--- config.mk ---
export PLATFORM = sky130hd
export DESIGN_NAME = qtc_top
export DESIGN_NICKNAME = d
export VERILOG_FILES = /design/src/qtc_pkg.sv /design/src/qtc_edge.sv /design/src/qtc_top.sv
export VERILOG_INCLUDE_DIRS = /design/src
export SDC_FILE = /design/constraint.sdc
export NUM_CORES = 1
export LEC_CHECK = 0
export ABC_AREA = 1
export BUFFER_PORTS_ARGS = -buffer_cell sky130_fd_sc_hd__buf_2
export CORE_ASPECT_RATIO = 1.75
export CORE_UTILIZATION = 35
export DETAILED_ROUTE_END_ITERATION = 10
export PLACE_DENSITY = 0.67
export SYNTH_ARGS = -nofsm -noshare
export SYNTH_HDL_FRONTEND = slang
export SYNTH_HIERARCHICAL = 1
export SYNTH_SLANG_ARGS = --single-unit
export TNS_END_PERCENT = 50
--- constraint.sdc ---
create_clock -name clk_sys -period 2.2 [get_ports clk_sys]
set_input_delay 0.33 -clock clk_sys [delete_from_list [all_inputs] [get_ports clk_sys]]
set_output_delay 0.33 -clock clk_sys [all_outputs]
set_load 0.02 [all_outputs]
--- src/qtc_map.svh ---
// Constants for the quad timer/counter: mode register field positions,
// clock select codes, prescaler tap masks and reset values.
// Assumes it is included by its bare name from every file that needs it.
`ifndef QTC_MAP_SVH
`define QTC_MAP_SVH

// Even channel mode register fields (channels 0 and 2).
`define QTC_EVEN_CS_HI        2
`define QTC_EVEN_CS_LO        0
`define QTC_EVEN_CAP_BIT      3

// Odd channel mode register fields (channels 1 and 3).
`define QTC_ODD_CS_HI         1
`define QTC_ODD_CS_LO         0
`define QTC_ODD_WIDE_BIT      2
`define QTC_ODD_CAP_BIT       3

// Even channel clock select codes.
`define QTC_CS_E_DIV2         3'h0
`define QTC_CS_E_DIV4         3'h1
`define QTC_CS_E_DIV8         3'h2
`define QTC_CS_E_DIV32        3'h3
`define QTC_CS_E_DIV128       3'h4
`define QTC_CS_E_DIV512       3'h5
`define QTC_CS_E_DIV2048      3'h6
`define QTC_CS_E_EVENT        3'h7

// Odd channel clock select codes; the last one, together with the pair bit, enables pairing.
`define QTC_CS_O_DIV1         2'h0
`define QTC_CS_O_DIV2         2'h1
`define QTC_CS_O_DIV8         2'h2
`define QTC_CS_O_CASCADE      2'h3

// Prescaler tap masks: a tap fires when all masked bits are one.
`define QTC_PRE_W             11
`define QTC_MASK_DIV1         11'h000
`define QTC_MASK_DIV2         11'h001
`define QTC_MASK_DIV4         11'h003
`define QTC_MASK_DIV8         11'h007
`define QTC_MASK_DIV32        11'h01F
`define QTC_MASK_DIV128       11'h07F
`define QTC_MASK_DIV512       11'h1FF
`define QTC_MASK_DIV2048      11'h7FF

// Edge select codes for the external interrupt inputs.
`define QTC_EDGE_FALL         2'h0
`define QTC_EDGE_RISE         2'h1

// Reset values.
`define QTC_PRE_RST           11'h000
`define QTC_CNT_RST           8'h00
`define QTC_CAP_RST           8'h00
`define QTC_FLAG_RST          4'h0

`endif

--- src/qtc_pkg.sv ---
// Types shared by the quad timer/counter files.
// Assumes nothing beyond a SystemVerilog compiler.
`default_nettype none
package qtc_pkg;

  // How a channel pair is operating.
  typedef enum logic [0:0] {
    QTC_PAIR_SPLIT,
    QTC_PAIR_WIDE
  } qtc_pair_mode_t;

endpackage : qtc_pkg
`default_nettype wire

--- src/qtc_edge.sv ---
// Synchroniser and edge detector for one input pin.
// Assumes the pin is slow against clk_sys and one pulse per edge is wanted.
`timescale 1ns/1ps
`default_nettype none
`include "qtc_map.svh"

module qtc_edge (
  input  wire logic       clk_sys,
  input  wire logic       rst,
  input  wire logic       pin_in,
  input  wire logic [1:0] edge_sel,
  output logic            edge_pulse
);

  logic sync1_r;
  logic sync2_r;
  logic last_r;
  wire  rise_w;
  wire  fall_w;

  // Only the second stage and the history stage feed the detector.
  always_ff @(posedge clk_sys)
  begin
    if (rst)
    begin
      sync1_r <= 1'b0;
      sync2_r <= 1'b0;
      last_r  <= 1'b0;
    end
    else
    begin
      sync1_r <= pin_in;
      sync2_r <= sync1_r;
      last_r  <= sync2_r;
    end
  end

  // Each selected edge yields exactly one pulse of one cycle.
  assign rise_w = sync2_r & ~last_r;
  assign fall_w = ~sync2_r & last_r;
  assign edge_pulse = (edge_sel == `QTC_EDGE_FALL) ? fall_w :
                      (edge_sel == `QTC_EDGE_RISE) ? rise_w :
                      (rise_w | fall_w);

endmodule : qtc_edge
`default_nettype wire

--- src/qtc_top.sv ---
// Top of the quad timer/counter: prescaler, two channel pairs, flags.
// Assumes mode, match and enable values are held steady by outside
// registers, and all pins are synchronous to clk_sys.
`timescale 1ns/1ps
`default_nettype none
`include "qtc_map.svh"

module qtc_top (
  input  wire logic       clk_sys,
  input  wire logic       rst,
  input  wire logic [7:0] mode_ch0,
  input  wire logic [7:0] mode_ch1,
  input  wire logic [7:0] mode_ch2,
  input  wire logic [7:0] mode_ch3,
  input  wire logic [7:0] match_ch0,
  input  wire logic [7:0] match_ch1,
  input  wire logic [7:0] match_ch2,
  input  wire logic [7:0] match_ch3,
  input  wire logic [3:0] run_en,
  input  wire logic       event_input_pin,
  input  wire logic       event_pin_enable,
  input  wire logic [3:0] external_irq_input,
  input  wire logic [7:0] irq_edge_select_reg,
  input  wire logic       compare_enable,
  input  wire logic [3:0] irq_flag_clr,
  input  wire logic [3:0] ext_flag_clr,
  output logic      [7:0] count_ch0,
  output logic      [7:0] count_ch1,
  output logic      [7:0] count_ch2,
  output logic      [7:0] count_ch3,
  output logic      [7:0] capture_ch0,
  output logic      [7:0] capture_ch1,
  output logic      [7:0] capture_ch2,
  output logic      [7:0] capture_ch3,
  output logic      [7:0] read_data_zero,
  output logic      [3:0] channel_irq_flag,
  output logic      [3:0] ext_irq_flag,
  output logic            compare_out
);

  // Tap decode for the even channels; code 111 is not a prescaler tap.
  function automatic logic tap_even(input logic [2:0] cs,
                                    input logic [`QTC_PRE_W-1:0] pre);
    logic [`QTC_PRE_W-1:0] mask;
    mask = `QTC_MASK_DIV2;
    case (cs)
      `QTC_CS_E_DIV2:    mask = `QTC_MASK_DIV2;
      `QTC_CS_E_DIV4:    mask = `QTC_MASK_DIV4;
      `QTC_CS_E_DIV8:    mask = `QTC_MASK_DIV8;
      `QTC_CS_E_DIV32:   mask = `QTC_MASK_DIV32;
      `QTC_CS_E_DIV128:  mask = `QTC_MASK_DIV128;
      `QTC_CS_E_DIV512:  mask = `QTC_MASK_DIV512;
      `QTC_CS_E_DIV2048: mask = `QTC_MASK_DIV2048;
      default:           mask = `QTC_MASK_DIV2;
    endcase
    tap_even = (cs != `QTC_CS_E_EVENT) && ((pre & mask) == mask);
  endfunction : tap_even

  // Tap decode for the odd channels; the cascade code gives no tap of its own.
  function automatic logic tap_odd(input logic [1:0] cs,
                                   input logic [`QTC_PRE_W-1:0] pre);
    logic [`QTC_PRE_W-1:0] mask;
    mask = `QTC_MASK_DIV1;
    case (cs)
      `QTC_CS_O_DIV1: mask = `QTC_MASK_DIV1;
      `QTC_CS_O_DIV2: mask = `QTC_MASK_DIV2;
      `QTC_CS_O_DIV8: mask = `QTC_MASK_DIV8;
      default:        mask = `QTC_MASK_DIV1;
    endcase
    tap_odd = (cs != `QTC_CS_O_CASCADE) && ((pre & mask) == mask);
  endfunction : tap_odd

  logic [`QTC_PRE_W-1:0] pre_r;
  logic [3:0]            irq_flag_r;
  logic [3:0]            ext_flag_r;
  logic [7:0]            read_zero_r;
  logic                  compare_r;
  wire  [3:0]            irq_set_w;
  wire  [3:0]            ext_pulse_w;
  wire                   event_pulse_w;
  wire                   event_pin_w;
  wire                   compare_toggle_w;

  // Free-running prescaler; every divided rate is a one-cycle tap of it.
  always_ff @(posedge clk_sys)
  begin
    if (rst)
      pre_r <= `QTC_PRE_RST;
    else
      pre_r <= pre_r + 11'h001;
  end

  // The pin is gated by its enable; software owns direction setup.
  assign event_pin_w = event_input_pin & event_pin_enable;

  qtc_edge u_event_edge (
    .clk_sys    (clk_sys),
    .rst        (rst),
    .pin_in     (event_pin_w),
    .edge_sel   (`QTC_EDGE_RISE),
    .edge_pulse (event_pulse_w)
  );

  // One detector per external interrupt input, with its own edge choice.
  genvar k;
  generate
    for (k = 0; k < 4; k = k + 1)
    begin : g_ext
      qtc_edge u_ext_edge (
        .clk_sys    (clk_sys),
        .rst        (rst),
        .pin_in     (external_irq_input[k]),
        .edge_sel   (irq_edge_select_reg[2*k+1:2*k]),
        .edge_pulse (ext_pulse_w[k])
      );
    end
  endgenerate

  // Two pairs, alike except for the event source: even channel 2p and odd channel 2p+1.
  genvar p;
  generate
    for (p = 0; p < 2; p = p + 1)
    begin : g_pair
      logic [7:0]           cnt_e_r;
      logic [7:0]           cnt_o_r;
      logic [7:0]           cap_e_r;
      logic [7:0]           cap_o_r;
      logic [7:0]           cnt_e_nxt;
      logic [7:0]           cnt_o_nxt;
      logic [7:0]           cap_e_nxt;
      logic [7:0]           cap_o_nxt;
      logic                 set_e;
      logic                 set_o;
      logic [15:0]          cnt16_inc;
      wire  [7:0]           mode_e;
      wire  [7:0]           mode_o;
      wire  [7:0]           mat_e;
      wire  [7:0]           mat_o;
      wire  [2:0]           cs_e;
      wire  [1:0]           cs_o;
      wire                  wide_w;
      wire                  ev_src_w;
      wire                  tick_e;
      wire                  tick_o;
      wire                  cap_trig_e;
      wire                  cap_trig_o;
      wire                  hit_e;
      wire                  hit_o;
      wire                  hit16;
      qtc_pkg::qtc_pair_mode_t pair_mode;

      // Field decode of the two mode registers of this pair.
      assign mode_e = (p == 0) ? mode_ch0 : mode_ch2;
      assign mode_o = (p == 0) ? mode_ch1 : mode_ch3;
      assign mat_e  = (p == 0) ? match_ch0 : match_ch2;
      assign mat_o  = (p == 0) ? match_ch1 : match_ch3;
      assign cs_e   = mode_e[`QTC_EVEN_CS_HI:`QTC_EVEN_CS_LO];
      assign cs_o   = mode_o[`QTC_ODD_CS_HI:`QTC_ODD_CS_LO];

      // Pairing needs both the pair bit and the cascade select; otherwise 8-bit.
      assign wide_w = mode_o[`QTC_ODD_WIDE_BIT] && (cs_o == `QTC_CS_O_CASCADE);
      assign pair_mode = wide_w ? qtc_pkg::QTC_PAIR_WIDE : qtc_pkg::QTC_PAIR_SPLIT;

      // Only pair 0 has an event source; channel 2 never counts events.
      assign ev_src_w = (p == 0) ? event_pulse_w : 1'b0;
      assign tick_e = run_en[2*p] &&
                      ((cs_e == `QTC_CS_E_EVENT) ? ev_src_w : tap_even(cs_e, pre_r));
      assign tick_o = run_en[2*p+1] && tap_odd(cs_o, pre_r);

      // A capture edge needs the channel's capture bit.
      assign cap_trig_e = mode_e[`QTC_EVEN_CAP_BIT] && ext_pulse_w[2*p];
      assign cap_trig_o = mode_o[`QTC_ODD_CAP_BIT] && ext_pulse_w[2*p+1] && !wide_w;

      // Equality compares; a zero match is a software fault, left unguarded.
      assign hit_e = (cnt_e_r == mat_e);
      assign hit_o = (cnt_o_r == mat_o);
      assign hit16 = ({cnt_o_r, cnt_e_r} == {mat_o, mat_e});
      assign cnt16_inc = {cnt_o_r, cnt_e_r} + 16'h0001;

      // Next count and capture values; capture beats a tick in the same cycle.
      always_comb
      begin
        cnt_e_nxt = cnt_e_r;
        cnt_o_nxt = cnt_o_r;
        cap_e_nxt = cap_e_r;
        cap_o_nxt = cap_o_r;
        set_e     = 1'b0;
        set_o     = 1'b0;
        case (pair_mode)
          qtc_pkg::QTC_PAIR_SPLIT:
          begin
            if (cap_trig_e)
            begin
              cap_e_nxt = cnt_e_r;
              cnt_e_nxt = `QTC_CNT_RST;
            end
            else if (tick_e)
            begin
              cnt_e_nxt = hit_e ? `QTC_CNT_RST : cnt_e_r + 8'h01;
              set_e     = hit_e;
            end
            if (cap_trig_o)
            begin
              cap_o_nxt = cnt_o_r;
              cnt_o_nxt = `QTC_CNT_RST;
            end
            else if (tick_o)
            begin
              cnt_o_nxt = hit_o ? `QTC_CNT_RST : cnt_o_r + 8'h01;
              set_o     = hit_o;
            end
          end
          qtc_pkg::QTC_PAIR_WIDE:
          begin
            if (cap_trig_e)
            begin
              cap_e_nxt = cnt_e_r;
              cap_o_nxt = cnt_o_r;
              cnt_e_nxt = `QTC_CNT_RST;
              cnt_o_nxt = `QTC_CNT_RST;
            end
            else if (tick_e)
            begin
              cnt_e_nxt = hit16 ? `QTC_CNT_RST : cnt16_inc[7:0];
              cnt_o_nxt = hit16 ? `QTC_CNT_RST : cnt16_inc[15:8];
              set_e     = hit16;
            end
          end
          default:
          begin
            cnt_e_nxt = cnt_e_r;
          end
        endcase
      end

      // Count and capture storage of the pair.
      always_ff @(posedge clk_sys)
      begin
        if (rst)
        begin
          cnt_e_r <= `QTC_CNT_RST;
          cnt_o_r <= `QTC_CNT_RST;
          cap_e_r <= `QTC_CAP_RST;
          cap_o_r <= `QTC_CAP_RST;
        end
        else
        begin
          cnt_e_r <= cnt_e_nxt;
          cnt_o_r <= cnt_o_nxt;
          cap_e_r <= cap_e_nxt;
          cap_o_r <= cap_o_nxt;
        end
      end

      assign irq_set_w[2*p]   = set_e;
      assign irq_set_w[2*p+1] = set_o;
    end
  endgenerate

  // Sticky flags: a new event in the clearing cycle wins over the clear.
  always_ff @(posedge clk_sys)
  begin
    if (rst)
    begin
      irq_flag_r <= `QTC_FLAG_RST;
      ext_flag_r <= `QTC_FLAG_RST;
    end
    else
    begin
      irq_flag_r <= irq_set_w | (irq_flag_r & ~irq_flag_clr);
      ext_flag_r <= ext_pulse_w | (ext_flag_r & ~ext_flag_clr);
    end
  end

  // Channel 2 match drives a square wave on the compare pin; the PWM of
  // channel 3 is not built here, so that channel stays a plain timer.
  assign compare_toggle_w = compare_enable && irq_set_w[2];

  always_ff @(posedge clk_sys)
  begin
    if (rst)
      compare_r <= 1'b0;
    else if (compare_toggle_w)
      compare_r <= ~compare_r;
  end

  // Shared channel 0 read port, registered so it lags the count by a cycle.
  always_ff @(posedge clk_sys)
  begin
    if (rst)
      read_zero_r <= `QTC_CNT_RST;
    else if (mode_ch0[`QTC_EVEN_CAP_BIT])
      read_zero_r <= g_pair[0].cap_e_r;
    else
      read_zero_r <= g_pair[0].cnt_e_r;
  end

  // Outputs taken straight from the storage flip-flops.
  assign count_ch0        = g_pair[0].cnt_e_r;
  assign count_ch1        = g_pair[0].cnt_o_r;
  assign count_ch2        = g_pair[1].cnt_e_r;
  assign count_ch3        = g_pair[1].cnt_o_r;
  assign capture_ch0      = g_pair[0].cap_e_r;
  assign capture_ch1      = g_pair[0].cap_o_r;
  assign capture_ch2      = g_pair[1].cap_e_r;
  assign capture_ch3      = g_pair[1].cap_o_r;
  assign read_data_zero   = read_zero_r;
  assign channel_irq_flag = irq_flag_r;
  assign ext_irq_flag     = ext_flag_r;
  assign compare_out      = compare_r;

endmodule : qtc_top
`default_nettype wire

After elaboration in Yosys (flattened, before gate mapping):

Cells that the tools add are included.

* bits in registers: 107
* bits in latches: 0
* memory bits (writable): 0
* memory bits (read-only): 0
* logic and storage cells: 217
* memories kept: 0

* add/subtract/negate cells: 7
* $mul: 0
* divide/modulo/power cells: 0
* order comparisons: 0
* equality and inequality tests: 48
* shift operators: 0
* multiplexer cells: 69
* bitwise operators: 36
* reduce and logical (&&, ||, !) cells: 29

Operator list (count)
* $mux 8: 31
* $pmux 11 s6: 2
* $pmux 8 s2: 6
* $and 11x11->11: 4
* $eq 11x11->1: 4
* $add 16x1->16 const B: 2
* $add 8x1->8 const B: 4
* $eq 16x16->1: 2
* $eq 8x8->1: 4
* $mux 1: 26
* $eq 3x3->1 const B: 8
* $ne 3x3->1 const B: 8
* $logic_and 1x1->1: 17
* $eq 2x1->1 const B: 6
* $eq 3x2->1 const B: 4
* $ne 2x2->1 const B: 6
* $not 1->1: 12
* $pmux 3 s2: 2
* $reduce_and 2->1: 6
* $add 11x1->11 const B: 1
* $and 1x1->1: 10
* $and 4x4->4: 2
* $eq 2x2->1 const B: 4
* $logic_not 2->1: 4
* other kinds (6): 14

Longest topological paths before layout:

* depth after elaboration: 11
* depth in mapped cells: 17

Modules after synthesis:

The synthesis kept the hierarchy.

Modules (own cells, without submodules)
* qtc_top: times used 1, cells each 856, area an instance 5397.7 µm², sequential area each 1841.8 µm²
* qtc_edge: times used 5, cells each 21, area an instance 148.9 µm², sequential area each 60.1 µm²

Worst setup path before layout:

No wires, ideal clock.

* kind: reg2reg
* start point: register g_ext[0].u_ext_edge.sync2_r
* end point: register g_pair[0].cap_o_r[7], in the netlist capture_ch1[7]
* arrival: 1812 ps
* required time: 2130 ps
* slack: 318 ps
* stages on the path, launching flop included: 12
* path buffers: 1
* clock period less this slack: 1882 ps
* cells stage by stage: dfxtp_1 > inv_1 > ha_1 > or2_0 > nand2_1 > nand2_1 > inv_1 > nor2_2 > nor2_1 > buf_2 > o21ai_0 > a21oi_1

* word-level cells in the longest chain between the ends: 8

Ends and longest elaborated chain
* start, declared: line qtc_edge.sv:16 `logic sync2_r;`
* start signal, assigned: line qtc_edge.sv:33 `sync2_r <= sync1_r;`
* $not 1->1: line qtc_edge.sv:40 `assign fall_w = ~sync2_r & last_r;`
* $and 1x1->1: line qtc_edge.sv:40
* $or 1x1->1: line qtc_edge.sv:43 `(rise_w | fall_w);`
* $mux 1: line qtc_edge.sv:42 `` (edge_sel == `QTC_EDGE_RISE) ? rise_w : ``
* $mux 1 (*): line qtc_edge.sv:41 `` assign edge_pulse = (edge_sel == `QTC_EDGE_FALL) ? fall_w : ``
* named net ext_pulse_w[0]: line qtc_top.sv:79 `wire [3:0] ext_pulse_w;`
* $logic_and 1x1->1 (*): line qtc_top.sv:171 `` assign cap_trig_e = mode_e[`QTC_EVEN_CAP_BIT] && ext_pulse_w[2*p]; ``
* $ne 2x2->1 (no line) (*)
* $reduce_and 2->1 (no line) (*)
* end signal, assigned: line qtc_top.sv:244 `` cap_o_r <= `QTC_CAP_RST; ``
* end signal, assigned: line qtc_top.sv:251 `cap_o_r <= cap_o_nxt;`
* end, declared: line qtc_top.sv:127 `logic [7:0] cap_o_r;`

Mark *: on every way through the listed nets, which the timed path passes. The rest lies on a longest branch.
A chain may end at the register's enable or synchronous reset.

Final worst setup path:

* start point: register g_ext[0].u_ext_edge.sync2_r
* end point: register g_pair[0].cnt_o_r[6], in the netlist count_ch1[6]

* word-level cells in the longest chain between the ends: 8

Ends and longest elaborated chain
* $not 1->1: line qtc_edge.sv:40
* $and 1x1->1: line qtc_edge.sv:40
* $or 1x1->1: line qtc_edge.sv:43
* $mux 1: line qtc_edge.sv:42
* $mux 1 (*): line qtc_edge.sv:41
* named net ext_pulse_w[0]: line qtc_top.sv:79
* $logic_and 1x1->1 (*): line qtc_top.sv:171
* $mux 8 or $ne 3x3->1 (tied branches)
* $pmux 8 s2 or $reduce_and 2->1 (tied branches)
* end signal, assigned: line qtc_top.sv:242 `` cnt_o_r <= `QTC_CNT_RST; ``
* end signal, assigned: line qtc_top.sv:249 `cnt_o_r <= cnt_o_nxt;`
* end, declared: line qtc_top.sv:125 `logic [7:0] cnt_o_r;`

Marks and branches as above.

==> Implementation_results.wiki <==
{| class="wikitable"
! Metric !! Value
|-
| Status || complete, no violations
|-
| Layout cell share with drive strength beyond 1 || 19.6%
|-
| Cts hold-fix bufs || 0
|-
| Slowest CP cell || sky130_fd_sc_hd__dfxtp_1
|-
| Worst supply voltage drop on vdd || 0.441 mV
|-
| Minimum setup slack in the final design || 221 ps
|-
| Count of endpoints failing setup in the final report || 0
|-
| CP Buf/Inv Count || 2
|-
| Number of synthesized register bits || around 110
|-
| Synth Area per Inst || roughly 6.4 um2
|-
| Final Routed Wirelength || 17.5 mm
|-
| Total global routing track utilization || 19.9%
|-
| Endpoint required time on the critical path || 2500 ps
|-
| TritonCTS buffer count || 9
|-
| Final design utilization || 44.2%
|-
| Kind of end point of the critical path || flop
|-
| Area of the mapped netlist || between 6000 and 7000 um2
|-
| TritonCTS Sinks || 107
|-
| Number of levels the H-tree was split into || 3
|-
| Number of placement rows || 63
|-
| Worst-skew pair later-pin latency || approximately 360 ps
|-
| Count of unique library cells instantiated by Yosys || 37
|-
| Number of global-route vias before repair || about 6000
|-
| Gate count of the mapped netlist || about 960
|-
| Number of antenna violations at the first check in global routing || 0
|-
| Worst hold-check path type || in2reg
|-
| Core box area || 17000 um2
|-
| Min-delay src || external_irq_input[1]
|-
| Growth of design area from synthesis to finish || 22.5%
|-
| Clock root buffer || sky130_fd_sc_hd__clkbuf_16
|-
| Worst clock skew on the final layout || ~12 ps
|-
| Resized cells post-CTS || 0
|-
| Arr. time, crit path || 2280 ps
|-
| Post-CTS setup buffers || 0
|-
| Fill cell count || 1863
|-
| TritonCTS clock tree || yes
|-
| Critical Path Source || g_ext[0].u_ext_edge/sync2_r
|-
| Max Root-Sink Buffers || 2
|-
| Starting density of the core || 36.1%
|-
| DRT iter0 DRCs || roughly 190
|-
| DRC violation count after routing || 0
|-
| Vias post-DR || 6372
|-
| Die extent in y || about 180 um
|-
| Final hold viol count || 0
|-
| LEAKAGE || 3.87 nW
|-
| Largest delay share family, worst path || simple AND/OR/NAND/NOR gates
|-
| First-pass GRT wire length || 27.7 mm
|-
| Worst Setup Start Kind || flop
|-
| Reg2Reg Depth || 11
|-
| Routed vias/inst || 4.70
|-
| Async SR Flop Fraction || 0%
|-
| Post-route clock period utilization || 90.0%
|-
| Total count of max-transition violations in the final report || 0
|-
| Place WS || between 150 and 200 ps
|-
| CP max stage delay || 340 ps
|-
| Post-route design area || 7520 um2
|-
| DR WL/cell || 12.9 um
|-
| Worst-path cell chain || inv_1, ha_1, or2_0, nand2_1, nand2_1, inv_1, nor2_2, nand2_1, o21ai_0, nor2_1, nor2_1
|-
| Total placed instance area || 7250 um2
|-
| Die W || 102 um
|-
| Setup TNS || 0 ps
|-
| Warnings, synthesis || 6
|-
| Path type of the worst setup path || reg2reg
|-
| Sequential-to-total area share from yosys stat || 34.9%
|-
| Maximum achievable frequency || 505 MHz
|-
| # nets final || 1238
|-
| Unrepaired setup endpoints after global routing || false
|-
| Count of nets left with antenna violations after detail routing || 0
|-
| Count of max-cap constraint violations || 0
|-
| Largest fanout of any net on the critical path || 7
|-
| Pin count of the biggest net entering global routing || 46
|-
| Number of top-level design ports || 174
|-
| Logic depth of the worst path, buffers included || 11
|-
| Hold slack final || 176 ps
|-
| Clock transition at path regs || around 80 ps
|-
| Die outline area || ~18000 um2
|-
| Cell repeated most along the worst path || sky130_fd_sc_hd__nand2_1
|-
| Final global-route overflow total || 0
|-
| Global placer's final weighted congestion || 0.889
|-
| Launching point of the worst reg2reg path || g_ext[0].u_ext_edge/sync2_r
|-
| Final min period || 1980 ps
|-
| Final HPWL from detailed placement || around 14 mm
|-
| WHS Path Cells || 3
|-
| Pre-Repair DR Iteration Count || 4
|-
| Dominant synthesized flop cell || sky130_fd_sc_hd__dfxtp_1
|-
| Number of flops mapped to enable cells by yosys || 0
|-
| Power density over the cells || 619 nW/um2
|-
| Antenna Diode Count || 0
|-
| Count of port buffers added during placement || 157
|}
[cell usage after synthesis, types with 2 or more instances]
master                       n  area share (%)
sky130_fd_sc_hd__nand2_1   249              15
sky130_fd_sc_hd__inv_1     152             9.3
sky130_fd_sc_hd__nor2_1    135             8.3
sky130_fd_sc_hd__dfxtp_1   107              35
sky130_fd_sc_hd__a21oi_1    67             5.5
sky130_fd_sc_hd__o21ai_0    63             5.1
sky130_fd_sc_hd__nand3_1    44             3.6
sky130_fd_sc_hd__xor2_1     27             3.9
sky130_fd_sc_hd__ha_1       19             3.9
sky130_fd_sc_hd__nand4_1    13             1.3
sky130_fd_sc_hd__nand2_2    12             1.2
sky130_fd_sc_hd__clkbuf_1   11            0.67
sky130_fd_sc_hd__nor3_1     10            0.81
sky130_fd_sc_hd__buf_2       7            0.57
sky130_fd_sc_hd__or2_0       5            0.51
sky130_fd_sc_hd__xnor2_1     5            0.71
sky130_fd_sc_hd__o21ai_1     4            0.33
sky130_fd_sc_hd__buf_6       3            0.55
sky130_fd_sc_hd__inv_2       3            0.18
sky130_fd_sc_hd__nor2_2      3            0.31
sky130_fd_sc_hd__or2_2       3            0.31
sky130_fd_sc_hd__conb_1      2            0.12
sky130_fd_sc_hd__nand2_4     2            0.37
sky130_fd_sc_hd__nor2_4      2            0.37
[report_power, final]
group	total, mW	leakage [nW]	internal (mW)	switching, mW
combinational	0.939	2.88	0.347	0.592
clock	1.57	0.122	0.775	0.794
sequential	2.15	0.875	2.04	0.104
[worst register-to-register path, cell delays in order (launching register included)]
cell and delay (ps):
sky130_fd_sc_hd__dfxtp_1 340, sky130_fd_sc_hd__inv_1 60, sky130_fd_sc_hd__ha_1 290, sky130_fd_sc_hd__or2_0 110, sky130_fd_sc_hd__nand2_1 120, sky130_fd_sc_hd__nand2_1 110
sky130_fd_sc_hd__inv_1 60, sky130_fd_sc_hd__nor2_2 270, sky130_fd_sc_hd__nand2_1 240, sky130_fd_sc_hd__o21ai_0 200, sky130_fd_sc_hd__nor2_1 50, sky130_fd_sc_hd__nor2_1 80
[cell families (layout without fill, tap and decap cells)]
family / after synthesis / after routing / share of synthesized area (%)
other: 2 / 3 / 0.122
AND/OR/NAND/NOR: 484 / 484 / 33.3
AO/OA/AOI/OAI: 140 / 140 / 11.9
adder cells (fa/ha/maj): 19 / 19 / 3.87
flip-flops: 107 / 107 / 34.9
XOR/XNOR: 32 / 32 / 4.56
buffers and inverters: 177 / 345 / 11.3
[final timing paths]
| path | slack, ps | end |
|---|---|---|
| worst max-delay path | 220 | count_ch1[6] |
| worst min-delay path | 180 | g_ext[1].u_ext_edge/sync1_r |
| worst max register to register | 220 | count_ch1[6] |
| worst min register to register | 400 | u_event_edge/sync2_r |
[registers in the layout (all words and copies together) (netlist names), 8 cells and up]
register        cells
capture_ch0         8
capture_ch1         8
capture_ch2         8
capture_ch3         8
count_ch0           8
count_ch1           8
count_ch2           8
count_ch3           8
pre_r              11
read_data_zero      8
[through the flow]
| stage | instances | total power [mW] |
|---|---|---|
| after CTS | 1357 | 4.72 |
| after global placement | 1342 | 3.12 |
| after floorplan | 962 | 2.80 |
| after detailed placement | 1342 | 3.14 |
| final | 1357 | 4.66 |
| after global routing | 1357 | 4.93 |
[layout make-up]
cell class	instances	area, um2	share of cell area, %
clock buffer	9	225	2.99
clock inverter	6	50.0	0.665
inverter	155	582	7.73
multi-input combinational	678	3310	44.0
sequential	107	2140	28.5
tap	227	284	3.77
timing repair buffer	175	933	12.4
[layer usage]
layer | vias to the layer above | wire [um] | track usage (%)
met4 | 0 | 700 | 10.4
met1 | 2868 | 6490 | 19.1
met2 | 165 | 9760 | 39.3
met3 | 42 | 588 | 2.76
met5 | - | 0 | 0
li1 | 3297 | - | -
[layout by cell type, fill, tap and decap left out, types with 4 or more instances in the layout]
master	synthesis	routed
sky130_fd_sc_hd__o21ai_0	63	63
sky130_fd_sc_hd__dfxtp_1	107	107
sky130_fd_sc_hd__o21ai_1	4	4
sky130_fd_sc_hd__nand3_1	44	44
sky130_fd_sc_hd__nand2_2	12	12
sky130_fd_sc_hd__ha_1	19	19
sky130_fd_sc_hd__nor3_1	10	10
sky130_fd_sc_hd__inv_1	152	152
sky130_fd_sc_hd__nand2_1	249	249
sky130_fd_sc_hd__clkbuf_16	0	9
sky130_fd_sc_hd__nor2_1	135	135
sky130_fd_sc_hd__xor2_1	27	27
sky130_fd_sc_hd__or2_0	5	5
sky130_fd_sc_hd__nand4_1	13	13
sky130_fd_sc_hd__clkinvlp_4	0	4
sky130_fd_sc_hd__xnor2_1	5	5
sky130_fd_sc_hd__buf_2	7	157
sky130_fd_sc_hd__buf_4	0	17
sky130_fd_sc_hd__a21oi_1	67	67
Power figures use the tool's default switching activity.
